## src/design/scan_hit_pkg.sv

```systemverilog
package scan_hit_pkg;
	localparam int DATA_W = 32;
	localparam int ADDR_W = 8;
	localparam int WORD_W = 16;
	localparam int CHAN_N = 32;
	// register byte addresses
	localparam logic [ADDR_W-1:0] HIT_LOW_ADDR    = 8'h00;
	localparam logic [ADDR_W-1:0] SCAN_HIGH_ADDR  = 8'h04;
	localparam logic [ADDR_W-1:0] SCAN_LOW_ADDR   = 8'h08;
	localparam logic [ADDR_W-1:0] CHARGE_HIGH_ADDR = 8'h0C;
	localparam logic [ADDR_W-1:0] CHARGE_LOW_ADDR = 8'h10;
	localparam logic [ADDR_W-1:0] CONTROL_ADDR    = 8'h14;
	localparam logic [ADDR_W-1:0] STATUS_ADDR     = 8'h18;
	localparam logic [ADDR_W-1:0] IRQ_ENABLE_ADDR = 8'h1C;
	localparam logic [ADDR_W-1:0] IRQ_CLEAR_ADDR  = 8'h20;
	// writable masks of the channel words
	localparam logic [WORD_W-1:0] HIT_LOW_MASK     = 16'hFFFF;
	localparam logic [WORD_W-1:0] SCAN_HIGH_MASK   = 16'h7CFF;
	localparam logic [WORD_W-1:0] SCAN_LOW_MASK    = 16'hFFFF;
	localparam logic [WORD_W-1:0] CHARGE_HIGH_MASK = 16'h00FF;
	localparam logic [WORD_W-1:0] CHARGE_LOW_MASK  = 16'hFFFF;
	localparam logic [WORD_W-1:0] WORD_RESET       = 16'h0000;
	// control register fields
	localparam int CTRL_MODE_LSB = 0;
	localparam int CTRL_DIV_LSB  = 8;
	localparam int CTRL_SCAN_BIT = 16;
	localparam int CTRL_START_BIT = 17;
	localparam int DIV_W = 8;
	localparam int CONV_TADS = 12;
	localparam int SAMPLE_TADS = 1;
	localparam int EVENT_N = 3;
	localparam int EV_DONE = 0;
	localparam int EV_HIT = 1;
	localparam int EV_SCAN_END = 2;
	localparam logic [1:0] RESP_OKAY   = 2'b00;
	localparam logic [1:0] RESP_SLVERR = 2'b10;
	typedef enum logic [1:0] {
		CMP_LESS,
		CMP_GREATER,
		CMP_INSIDE,
		CMP_OUTSIDE
	} cmp_mode_type;
endpackage : scan_hit_pkg

```

## src/design/conv_link_if.sv

```systemverilog
`timescale 1ns/1ns
interface conv_link_if;
	logic        tad_tick;
	logic [7:0]  divider;
	logic        enable;
	modport source (input tad_tick, output divider, output enable);
	modport divider_end (output tad_tick, input divider, input enable);
endinterface : conv_link_if

```

## src/design/tad_divider.sv

```systemverilog
`timescale 1ns/1ns
module tad_divider
	import scan_hit_pkg::*;
(
	input  wire logic  ref_clk_i,
	input  wire logic  rst_n_i,
	conv_link_if.divider_end link
);
	logic [DIV_W-1:0] count_q;
	logic [DIV_W-1:0] count_d;
	logic             tick_q;
	logic             tick_d;

	always_comb begin
		count_d = count_q;
		tick_d  = 1'b0;
		if (!link.enable) begin
			count_d = '0;
		end else if (count_q >= link.divider) begin
			count_d = '0;
			tick_d  = 1'b1;
		end else begin
			count_d = count_q + 8'h01;
		end
	end

	always_ff @(posedge ref_clk_i or negedge rst_n_i) begin
		if (!rst_n_i) begin
			count_q <= '0;
			tick_q  <= 1'b0;
		end else begin
			count_q <= count_d;
			tick_q  <= tick_d;
		end
	end

	assign link.tad_tick = tick_q;
endmodule : tad_divider

```

## src/design/hit_compare.sv

```systemverilog
`timescale 1ns/1ns
module hit_compare
	import scan_hit_pkg::*;
(
	input  wire cmp_mode_type   mode_i,
	input  wire logic [11:0]    result_i,
	input  wire logic [11:0]    low_bound_i,
	input  wire logic [11:0]    high_bound_i,
	input  wire logic           written_i,
	output logic                hit_o
);
	always_comb begin
		case (mode_i)
			CMP_LESS:    hit_o = written_i && (result_i < low_bound_i);
			CMP_GREATER: hit_o = written_i && (result_i > low_bound_i);
			CMP_INSIDE:  hit_o = written_i && (result_i >= low_bound_i)
				&& (result_i <= high_bound_i);
			CMP_OUTSIDE: hit_o = written_i;
			default:     hit_o = 1'b0;
		endcase
	end
endmodule : hit_compare

```

## src/design/scan_hit_ctrl.sv

```systemverilog
// Chosen here: the register addresses and the AXI4-Lite register port.
`timescale 1ns/1ns
// What this block does
// - outside mode flags any write or match
// - other modes flag only valid matches
// - unimplemented channel bits read zero
// - scan high word maps channels 30-26, 23-16
// - scan includes selected inputs, skips others
// - charge unit connects to enabled converting channel
// - upper byte of charge high word reads zero
// - sampling completes before conversion starts
// - at least one clock period sampling
// - hold capacitor discharged before sampling
// - compare mode two-bit encoding
// - conversion clock is cycle times divider+1
module scan_hit_ctrl
	import scan_hit_pkg::*;
#(
	parameter logic [CHAN_N-1:0] IMPL_MASK = 32'h7CFF_FFFF
) (
	input  wire logic                 ref_clk_i,
	input  wire logic                 rst_n_i,
	input  wire logic [ADDR_W-1:0]    s_axi_awaddr,
	input  wire logic                 s_axi_awvalid,
	output logic                      s_axi_awready,
	input  wire logic [DATA_W-1:0]    s_axi_wdata,
	input  wire logic [3:0]           s_axi_wstrb,
	input  wire logic                 s_axi_wvalid,
	output logic                      s_axi_wready,
	output logic [1:0]                s_axi_bresp,
	output logic                      s_axi_bvalid,
	input  wire logic                 s_axi_bready,
	input  wire logic [ADDR_W-1:0]    s_axi_araddr,
	input  wire logic                 s_axi_arvalid,
	output logic                      s_axi_arready,
	output logic [DATA_W-1:0]         s_axi_rdata,
	output logic [1:0]                s_axi_rresp,
	output logic                      s_axi_rvalid,
	input  wire logic                 s_axi_rready,
	input  wire logic [11:0]          result_i,
	input  wire logic [11:0]          low_bound_i,
	input  wire logic [11:0]          high_bound_i,
	output logic [4:0]                channel_o,
	output logic                      sample_o,
	output logic                      discharge_o,
	output logic                      convert_o,
	output logic                      charge_unit_o,
	output logic                      result_write_o,
	output logic                      irq_o
);
	typedef enum logic [2:0] {
		ST_IDLE,
		ST_DISCHARGE,
		ST_SAMPLE,
		ST_CONVERT,
		ST_ADVANCE,
		ST_NEXT
	} seq_type;

	function automatic logic [WORD_W-1:0] merge(
		input logic [WORD_W-1:0] old_v,
		input logic [DATA_W-1:0] data,
		input logic [3:0]        strb,
		input logic [WORD_W-1:0] mask
	);
		logic [WORD_W-1:0] v;
		v = old_v;
		if (strb[0]) v[7:0] = data[7:0];
		if (strb[1]) v[15:8] = data[15:8];
		return v & mask;
	endfunction : merge

	conv_link_if link ();

	logic [WORD_W-1:0]  hit_q, hit_d;
	logic [WORD_W-1:0]  scan_hi_q, scan_hi_d, scan_lo_q, scan_lo_d;
	logic [WORD_W-1:0]  chg_hi_q, chg_hi_d, chg_lo_q, chg_lo_d;
	logic [1:0]         mode_q, mode_d;
	logic [DIV_W-1:0]   div_q, div_d;
	logic               scan_en_q, scan_en_d;
	logic [EVENT_N-1:0] stat_q, stat_d, irq_en_q, irq_en_d;
	logic               aw_q, aw_d, w_q, w_d, b_q, b_d, r_q, r_d, wr_q, wr_d;
	logic [ADDR_W-1:0]  awaddr_q, awaddr_d;
	logic [DATA_W-1:0]  wdata_q, wdata_d, rdata_q, rdata_d;
	logic [3:0]         wstrb_q, wstrb_d, tads_q, tads_d;
	logic [1:0]         bresp_q, bresp_d, rresp_q, rresp_d;
	seq_type            st_q, st_d;
	logic [4:0]         ch_q, ch_d;
	logic               start_pulse, do_write, hit_now;
	logic [CHAN_N-1:0]  scan_map, chg_map;
	logic [EVENT_N-1:0] ev;

	assign scan_map = {1'b0, scan_hi_q[14:10], 2'b00, scan_hi_q[7:0],
		scan_lo_q} & IMPL_MASK;
	assign chg_map = {8'h00, chg_hi_q[7:0], chg_lo_q} & IMPL_MASK;

	assign link.divider = div_q;
	assign link.enable  = (st_q != ST_IDLE);

	tad_divider u_div (
		.ref_clk_i (ref_clk_i),
		.rst_n_i   (rst_n_i),
		.link      (link)
	);

	hit_compare u_cmp (
		.mode_i       (cmp_mode_type'(mode_q)),
		.result_i     (result_i),
		.low_bound_i  (low_bound_i),
		.high_bound_i (high_bound_i),
		.written_i    (wr_q),
		.hit_o        (hit_now)
	);

	assign do_write = aw_q && w_q && !b_q;

	always_comb begin
		aw_d = aw_q;
		w_d = w_q;
		b_d = b_q;
		r_d = r_q;
		awaddr_d = awaddr_q;
		wdata_d = wdata_q;
		wstrb_d = wstrb_q;
		bresp_d = bresp_q;
		rresp_d = rresp_q;
		rdata_d = rdata_q;
		scan_hi_d = scan_hi_q;
		scan_lo_d = scan_lo_q;
		chg_hi_d = chg_hi_q;
		chg_lo_d = chg_lo_q;
		mode_d = mode_q;
		div_d = div_q;
		scan_en_d = scan_en_q;
		irq_en_d = irq_en_q;
		hit_d = hit_q;
		stat_d = stat_q;
		start_pulse = 1'b0;
		if (s_axi_awvalid && s_axi_awready) begin
			aw_d = 1'b1;
			awaddr_d = s_axi_awaddr;
		end
		if (s_axi_wvalid && s_axi_wready) begin
			w_d = 1'b1;
			wdata_d = s_axi_wdata;
			wstrb_d = s_axi_wstrb;
		end
		if (b_q && s_axi_bready) begin
			b_d = 1'b0;
		end
		if (do_write) begin
			aw_d = 1'b0;
			w_d = 1'b0;
			b_d = 1'b1;
			bresp_d = RESP_OKAY;
			case (awaddr_q)
				HIT_LOW_ADDR: hit_d = merge(hit_q, wdata_q, wstrb_q,
					HIT_LOW_MASK & IMPL_MASK[15:0]);
				SCAN_HIGH_ADDR: scan_hi_d = merge(scan_hi_q, wdata_q,
					wstrb_q, SCAN_HIGH_MASK & IMPL_MASK[31:16]);
				SCAN_LOW_ADDR: scan_lo_d = merge(scan_lo_q, wdata_q,
					wstrb_q, SCAN_LOW_MASK & IMPL_MASK[15:0]);
				CHARGE_HIGH_ADDR: chg_hi_d = merge(chg_hi_q, wdata_q,
					wstrb_q, CHARGE_HIGH_MASK & IMPL_MASK[31:16]);
				CHARGE_LOW_ADDR: chg_lo_d = merge(chg_lo_q, wdata_q,
					wstrb_q, CHARGE_LOW_MASK & IMPL_MASK[15:0]);
				CONTROL_ADDR: begin
					if (wstrb_q[0]) mode_d = wdata_q[CTRL_MODE_LSB +: 2];
					if (wstrb_q[1]) div_d = wdata_q[CTRL_DIV_LSB +: DIV_W];
					if (wstrb_q[2]) begin
						scan_en_d = wdata_q[CTRL_SCAN_BIT];
						start_pulse = wdata_q[CTRL_START_BIT];
					end
				end
				IRQ_ENABLE_ADDR: if (wstrb_q[0]) irq_en_d = wdata_q[EVENT_N-1:0];
				IRQ_CLEAR_ADDR: if (wstrb_q[0])
					stat_d = stat_q & ~wdata_q[EVENT_N-1:0];
				STATUS_ADDR: bresp_d = RESP_OKAY;
				default: bresp_d = RESP_SLVERR;
			endcase
		end
		// valid match sets flag, set beats clear
		if (hit_now && ch_q < 5'd16 && IMPL_MASK[ch_q]) begin
			hit_d[ch_q[3:0]] = 1'b1;
		end
		stat_d = stat_d | ev;
		if (r_q && s_axi_rready) begin
			r_d = 1'b0;
		end
		if (s_axi_arvalid && s_axi_arready) begin
			r_d = 1'b1;
			rresp_d = RESP_OKAY;
			rdata_d = '0;
			case (s_axi_araddr)
				HIT_LOW_ADDR:     rdata_d[15:0] = hit_q;
				SCAN_HIGH_ADDR:   rdata_d[15:0] = scan_hi_q;
				SCAN_LOW_ADDR:    rdata_d[15:0] = scan_lo_q;
				CHARGE_HIGH_ADDR: rdata_d[15:0] = chg_hi_q;
				CHARGE_LOW_ADDR:  rdata_d[15:0] = chg_lo_q;
				CONTROL_ADDR: begin
					rdata_d[CTRL_MODE_LSB +: 2] = mode_q;
					rdata_d[CTRL_DIV_LSB +: DIV_W] = div_q;
					rdata_d[CTRL_SCAN_BIT] = scan_en_q;
				end
				STATUS_ADDR:     rdata_d[EVENT_N-1:0] = stat_q;
				IRQ_ENABLE_ADDR: rdata_d[EVENT_N-1:0] = irq_en_q;
				IRQ_CLEAR_ADDR:  rdata_d = '0;
				default:         rresp_d = RESP_SLVERR;
			endcase
		end
	end

	// sequencer: discharge, sample, convert, advance
	always_comb begin
		st_d = st_q;
		ch_d = ch_q;
		tads_d = tads_q;
		wr_d = 1'b0;
		ev = '0;
		case (st_q)
			ST_IDLE: if (start_pulse) begin
				ch_d = '0;
				st_d = ST_NEXT;
			end
			ST_NEXT: begin
				if (scan_en_q && !scan_map[ch_q]) begin
					if (ch_q == 5'(CHAN_N - 1)) begin
						st_d = ST_IDLE;
						ev[EV_SCAN_END] = 1'b1;
					end else begin
						ch_d = ch_q + 5'd1;
					end
				end else begin
					st_d = ST_DISCHARGE;
				end
			end
			ST_DISCHARGE: if (link.tad_tick) begin
				st_d = ST_SAMPLE;
				tads_d = 4'(SAMPLE_TADS);
			end
			ST_SAMPLE: if (link.tad_tick) begin
				if (tads_q <= 4'd1) begin
					st_d = ST_CONVERT;
					tads_d = 4'(CONV_TADS);
				end else begin
					tads_d = tads_q - 4'd1;
				end
			end
			ST_CONVERT: if (link.tad_tick) begin
				if (tads_q <= 4'd1) begin
					wr_d = 1'b1;
					ev[EV_DONE] = 1'b1;
					if (scan_en_q && ch_q != 5'(CHAN_N - 1)) begin
						st_d = ST_ADVANCE;
					end else begin
						st_d = ST_IDLE;
						ev[EV_SCAN_END] = scan_en_q;
					end
				end else begin
					tads_d = tads_q - 4'd1;
				end
			end
			// channel moves only after the hit lands on its own flag
			ST_ADVANCE: begin
				ch_d = ch_q + 5'd1;
				st_d = ST_NEXT;
			end
			default: st_d = ST_IDLE;
		endcase
		ev[EV_HIT] = hit_now;
	end

	always_ff @(posedge ref_clk_i or negedge rst_n_i) begin
		if (!rst_n_i) begin
			hit_q <= WORD_RESET;
			scan_hi_q <= WORD_RESET;
			scan_lo_q <= WORD_RESET;
			chg_hi_q <= WORD_RESET;
			chg_lo_q <= WORD_RESET;
			mode_q <= '0;
			div_q <= '0;
			scan_en_q <= 1'b0;
			stat_q <= '0;
			irq_en_q <= '0;
			aw_q <= 1'b0;
			w_q <= 1'b0;
			b_q <= 1'b0;
			r_q <= 1'b0;
			awaddr_q <= '0;
			wdata_q <= '0;
			wstrb_q <= '0;
			bresp_q <= RESP_OKAY;
			rresp_q <= RESP_OKAY;
			rdata_q <= '0;
			st_q <= ST_IDLE;
			ch_q <= '0;
			tads_q <= '0;
			wr_q <= 1'b0;
		end else begin
			hit_q <= hit_d;
			scan_hi_q <= scan_hi_d;
			scan_lo_q <= scan_lo_d;
			chg_hi_q <= chg_hi_d;
			chg_lo_q <= chg_lo_d;
			mode_q <= mode_d;
			div_q <= div_d;
			scan_en_q <= scan_en_d;
			stat_q <= stat_d;
			irq_en_q <= irq_en_d;
			aw_q <= aw_d;
			w_q <= w_d;
			b_q <= b_d;
			r_q <= r_d;
			awaddr_q <= awaddr_d;
			wdata_q <= wdata_d;
			wstrb_q <= wstrb_d;
			bresp_q <= bresp_d;
			rresp_q <= rresp_d;
			rdata_q <= rdata_d;
			st_q <= st_d;
			ch_q <= ch_d;
			tads_q <= tads_d;
			wr_q <= wr_d;
		end
	end

	// one write and one read in flight
	assign s_axi_awready = !aw_q && !b_q;
	assign s_axi_wready  = !w_q && !b_q;
	assign s_axi_bvalid  = b_q;
	assign s_axi_bresp   = bresp_q;
	assign s_axi_arready = !r_q;
	assign s_axi_rvalid  = r_q;
	assign s_axi_rdata   = rdata_q;
	assign s_axi_rresp   = rresp_q;

	assign channel_o      = ch_q;
	assign discharge_o    = (st_q == ST_DISCHARGE);
	assign sample_o       = (st_q == ST_SAMPLE);
	assign convert_o      = (st_q == ST_CONVERT);
	assign charge_unit_o  = (st_q == ST_CONVERT) && chg_map[ch_q];
	assign result_write_o = wr_q;
	assign irq_o          = |(stat_q & irq_en_q);
endmodule : scan_hit_ctrl

```

## config.mk

```make
export PLATFORM = sky130hd
export DESIGN_NAME = scan_hit_ctrl
export DESIGN_NICKNAME = d
export VERILOG_FILES = /design/src/design/scan_hit_pkg.sv /design/src/design/conv_link_if.sv /design/src/design/tad_divider.sv /design/src/design/hit_compare.sv /design/src/design/scan_hit_ctrl.sv
export SDC_FILE = /design/constraint.sdc
export NUM_CORES = 1
export LEC_CHECK = 0
export ABC_AREA = 1
export BUFFER_PORTS_ARGS = -buffer_cell sky130_fd_sc_hd__clkbuf_2
export CORE_MARGIN = 10
export CORE_UTILIZATION = 60
export DETAILED_ROUTE_END_ITERATION = 6
export PLACE_DENSITY = 0.91
export RECOVER_POWER = 50
export SKIP_LAST_GASP = 1
export SYNTH_ARGS = -nofsm -noshare
export SYNTH_HDL_FRONTEND = slang
export SYNTH_SLANG_ARGS = --single-unit
```

## constraint.sdc

```tcl
create_clock -name ref_clk_i -period 4.3 [get_ports ref_clk_i]
set_input_delay 0.215 -clock ref_clk_i [delete_from_list [all_inputs] [get_ports ref_clk_i]]
set_output_delay 0.215 -clock ref_clk_i [all_outputs]
set_load 0.02 [all_outputs]
```

==> metrics.yaml <==
outcome: "finished, violations left"
failed_checks: "design-rule violations, max-capacitance violations, max-slew violations"
p_per_area_nw_per_um2: 478
clk_latency_ps: 440
ctsHoldBuffers: 3
drt_pre_antenna_iters: 7
rows: 44
cts_resized: 0
wl_um: 26000
synth_top_family_by_area: "simple AND/OR/NAND/NOR gates"
synth_compound_area_share_pct: 15.3
grt_start_max_net_pins: 100
port_buffers: 114
cts_setup_buffers: 0
synth-xor-area-share_pct: 0.491
h-tree-depth: 4
muxShareOfSynthArea_pct: 0.757
synth_edf_count: 0
final_nets: 1395
synthTopCellsByCount: "nand2_1 (271), inv_1 (173), dfrtp_1 (160), nor2_1 (100), o21ai_0 (81)"
fin_area_um2: 10200
fill_cells: 1146
gp_congestion: 0.961
grt_setup_unrepaired: "false"
root_buffer: "clkbuf_16"
grt.total_usage_pct: 26.1
core_um2: 14500
io_pins: 147
ys_ff_latch: 160
fin_tns_setup_ps: 0
holdWs_ps: 6.05
grt_pass1_wl_um: 42300
peakVddDrop_v: 0.000406
required_ps: 4090
drv_cap: 2
yosys.area.top_type: "dfrtp_1"
die_h_um: 142
cts.clk_slew.worst_paths_ps: 60
cts_tree: "built"
hold_path.class: "in -> reg"
cts_made_buffers: 17
grt_overflow: 0
reg2reg_depth: 11
yosysWarnings: 0
antenna_found_initial: 0
fin_util_pct: 69.9
yosys-top-cells-area: "dfrtp_1 (45%), nand2_1 (11%), inv_1 (7.3%)"
drcViolationCount: 3
synth_fa_ha_area_share_pct: 5.61
synth_most_common_cell: "nand2_1"
multiInputGateArea_um2: 4030
n_antenna_cell: 0
yosysTopAreaCellShare_pct: 44.9
die_area_um2: 20100
ys.flop_type: "dfrtp_1"
clkSinkCount: 160
setup_viol: 0
path_max_fanout: 21
drt-initial-drc-count: 1003
yosys.area_share.simple_pct: 22.4
seq_area_frac_synth_pct: 44.9
seq_area_um2: 4000
dpl_cell_area_um2: 9550
fin_crit_sh_pct: 70.9
netlist_area_um2: 8920
hold_viol: 0
relSlewSlack_pct: -62.7
die_w_um: 142
p_leak_nw: 5.03
worst_pin_slew_ps: 2440
syn_area_per_cell_um2: 7.76
fin_crit_ps: 3050
clk_path_buf_depth: 2
critPathLaunchType: "register"
crit_arrival_ps: 2840
min_path_cells: 2
via_count: 8431
critPathCaptureType: "primary output"
synth_cell_types: 50
fmax_mhz: 328
drv_slew: 140
area_growth_pct: 13.8
syn-instance-count: 1150
via_per_inst: 5.79
drive_above_1_share_pct: 11.6
grt_pass1_vias: 8478
skew_ps: 7.62
route.detailed.wl_per_inst_um: 17.9
crit_type: "reg -> out"
antenna_left: 0
start_util_pct: 61.4
post-dp-hpwl_um: 19000
async_reset_ff_share_pct: 100
state kept, by name, indices dropped and copies added (netlist names), 4 cells and up:
name and count:
wdata_q 18, s_axi_rdata 17, chg_lo_q 16, hit_q 16, scan_lo_q 16, scan_hi_q 13, awaddr_q 8, chg_hi_q 8
div_q 8, u_div.count_q 8, channel_o 5, tads_q 4
metrics by stage:
stage / total power (W) / worst slack (ps) / cells
after floorplan: 0.00284 / 2360 / 1166
after global placement: 0.00319 / 1790 / 1422
after detailed placement: 0.00324 / 1750 / 1422
after CTS: 0.00484 / 1400 / 1457
after global routing: 0.00510 / 922 / 1457
final: 0.00485 / 1250 / 1457
cell type report:
cell class | instances | share of cell area [%]
well taps | 184 | 2.27
inverters | 179 | 6.62
flip-flops and latches | 160 | 39.4
clock buffers | 20 | 4.60
multi-input cells | 781 | 39.7
repair buffers | 121 | 5.80
clock inverters | 12 | 1.55
metal layers:
layer,part of all wire (%),vias up,global-route usage (%)
met5,0,-,0
met4,3.4,0,8.88
met3,11,90,9.35
met2,46,449,41.4
met1,40,3961,32.4
li1,-,3931,-
placed cells by master (no fill, tap or decap), drive strengths merged, types with 2 or more instances in the layout:
cell         instances
conb                17
o21a                 2
o21bai               2
nand3               58
o22ai               22
xnor2                2
nand2              277
nand4               11
clkbuf             136
nor3                14
a221oi               2
nor4                 4
o221ai               3
clkinvlp             3
bufinv               3
inv                177
a21oi               63
nor2               105
o211ai               5
o31ai                5
dlygate4sd3          3
clkinv               8
xor2                 3
ha                  40
dfrtp              160
o21ai              115
mux2                 6
buf                  2
a211oi               9
o2111ai              5
report_power, final:
part | leakage [nW] | internal (W) | total [W] | switching [W]
Combinational | 2.71 | 0.000390 | 0.00131 | 0.000923
Sequential | 2.02 | 0.00174 | 0.00195 | 0.000211
Clock | 0.299 | 0.000961 | 0.00159 | 0.000634
worst max-delay path, stage by stage (launching register included):
cell and delay [ps]:
dfrtp_1 900, inv_1 520, o21ai_0 190, a21oi_1 70, o21ai_0 290, a41oi_1 220, clkbuf_2 200
logic make-up after synthesis:
logic type | Yosys count
fa+ha+maj | 40
buf+inv | 225
xor+xnor | 5
flops | 160
compound gates | 240
mux | 6
other cells | 1
simple gates | 473
worst paths after layout:
| path | startpoint | slack [ps] | end |
|---|---|---|---|
| max | channel_o[1] | 1250 | charge_unit_o |
| min | s_axi_wstrb[0] | 6 | wstrb_q[0] |
| max reg2reg | channel_o[1] | 1570 | channel_o[1] |
| min reg2reg | s_axi_rresp[1] | 480 | s_axi_rresp[1] |
| max in group asynchronous | rst_n_i | 1430 | chg_lo_q[7] |
| min in group asynchronous | rst_n_i | 1080 | s_axi_rvalid |
Power figures use the tool's default switching activity.
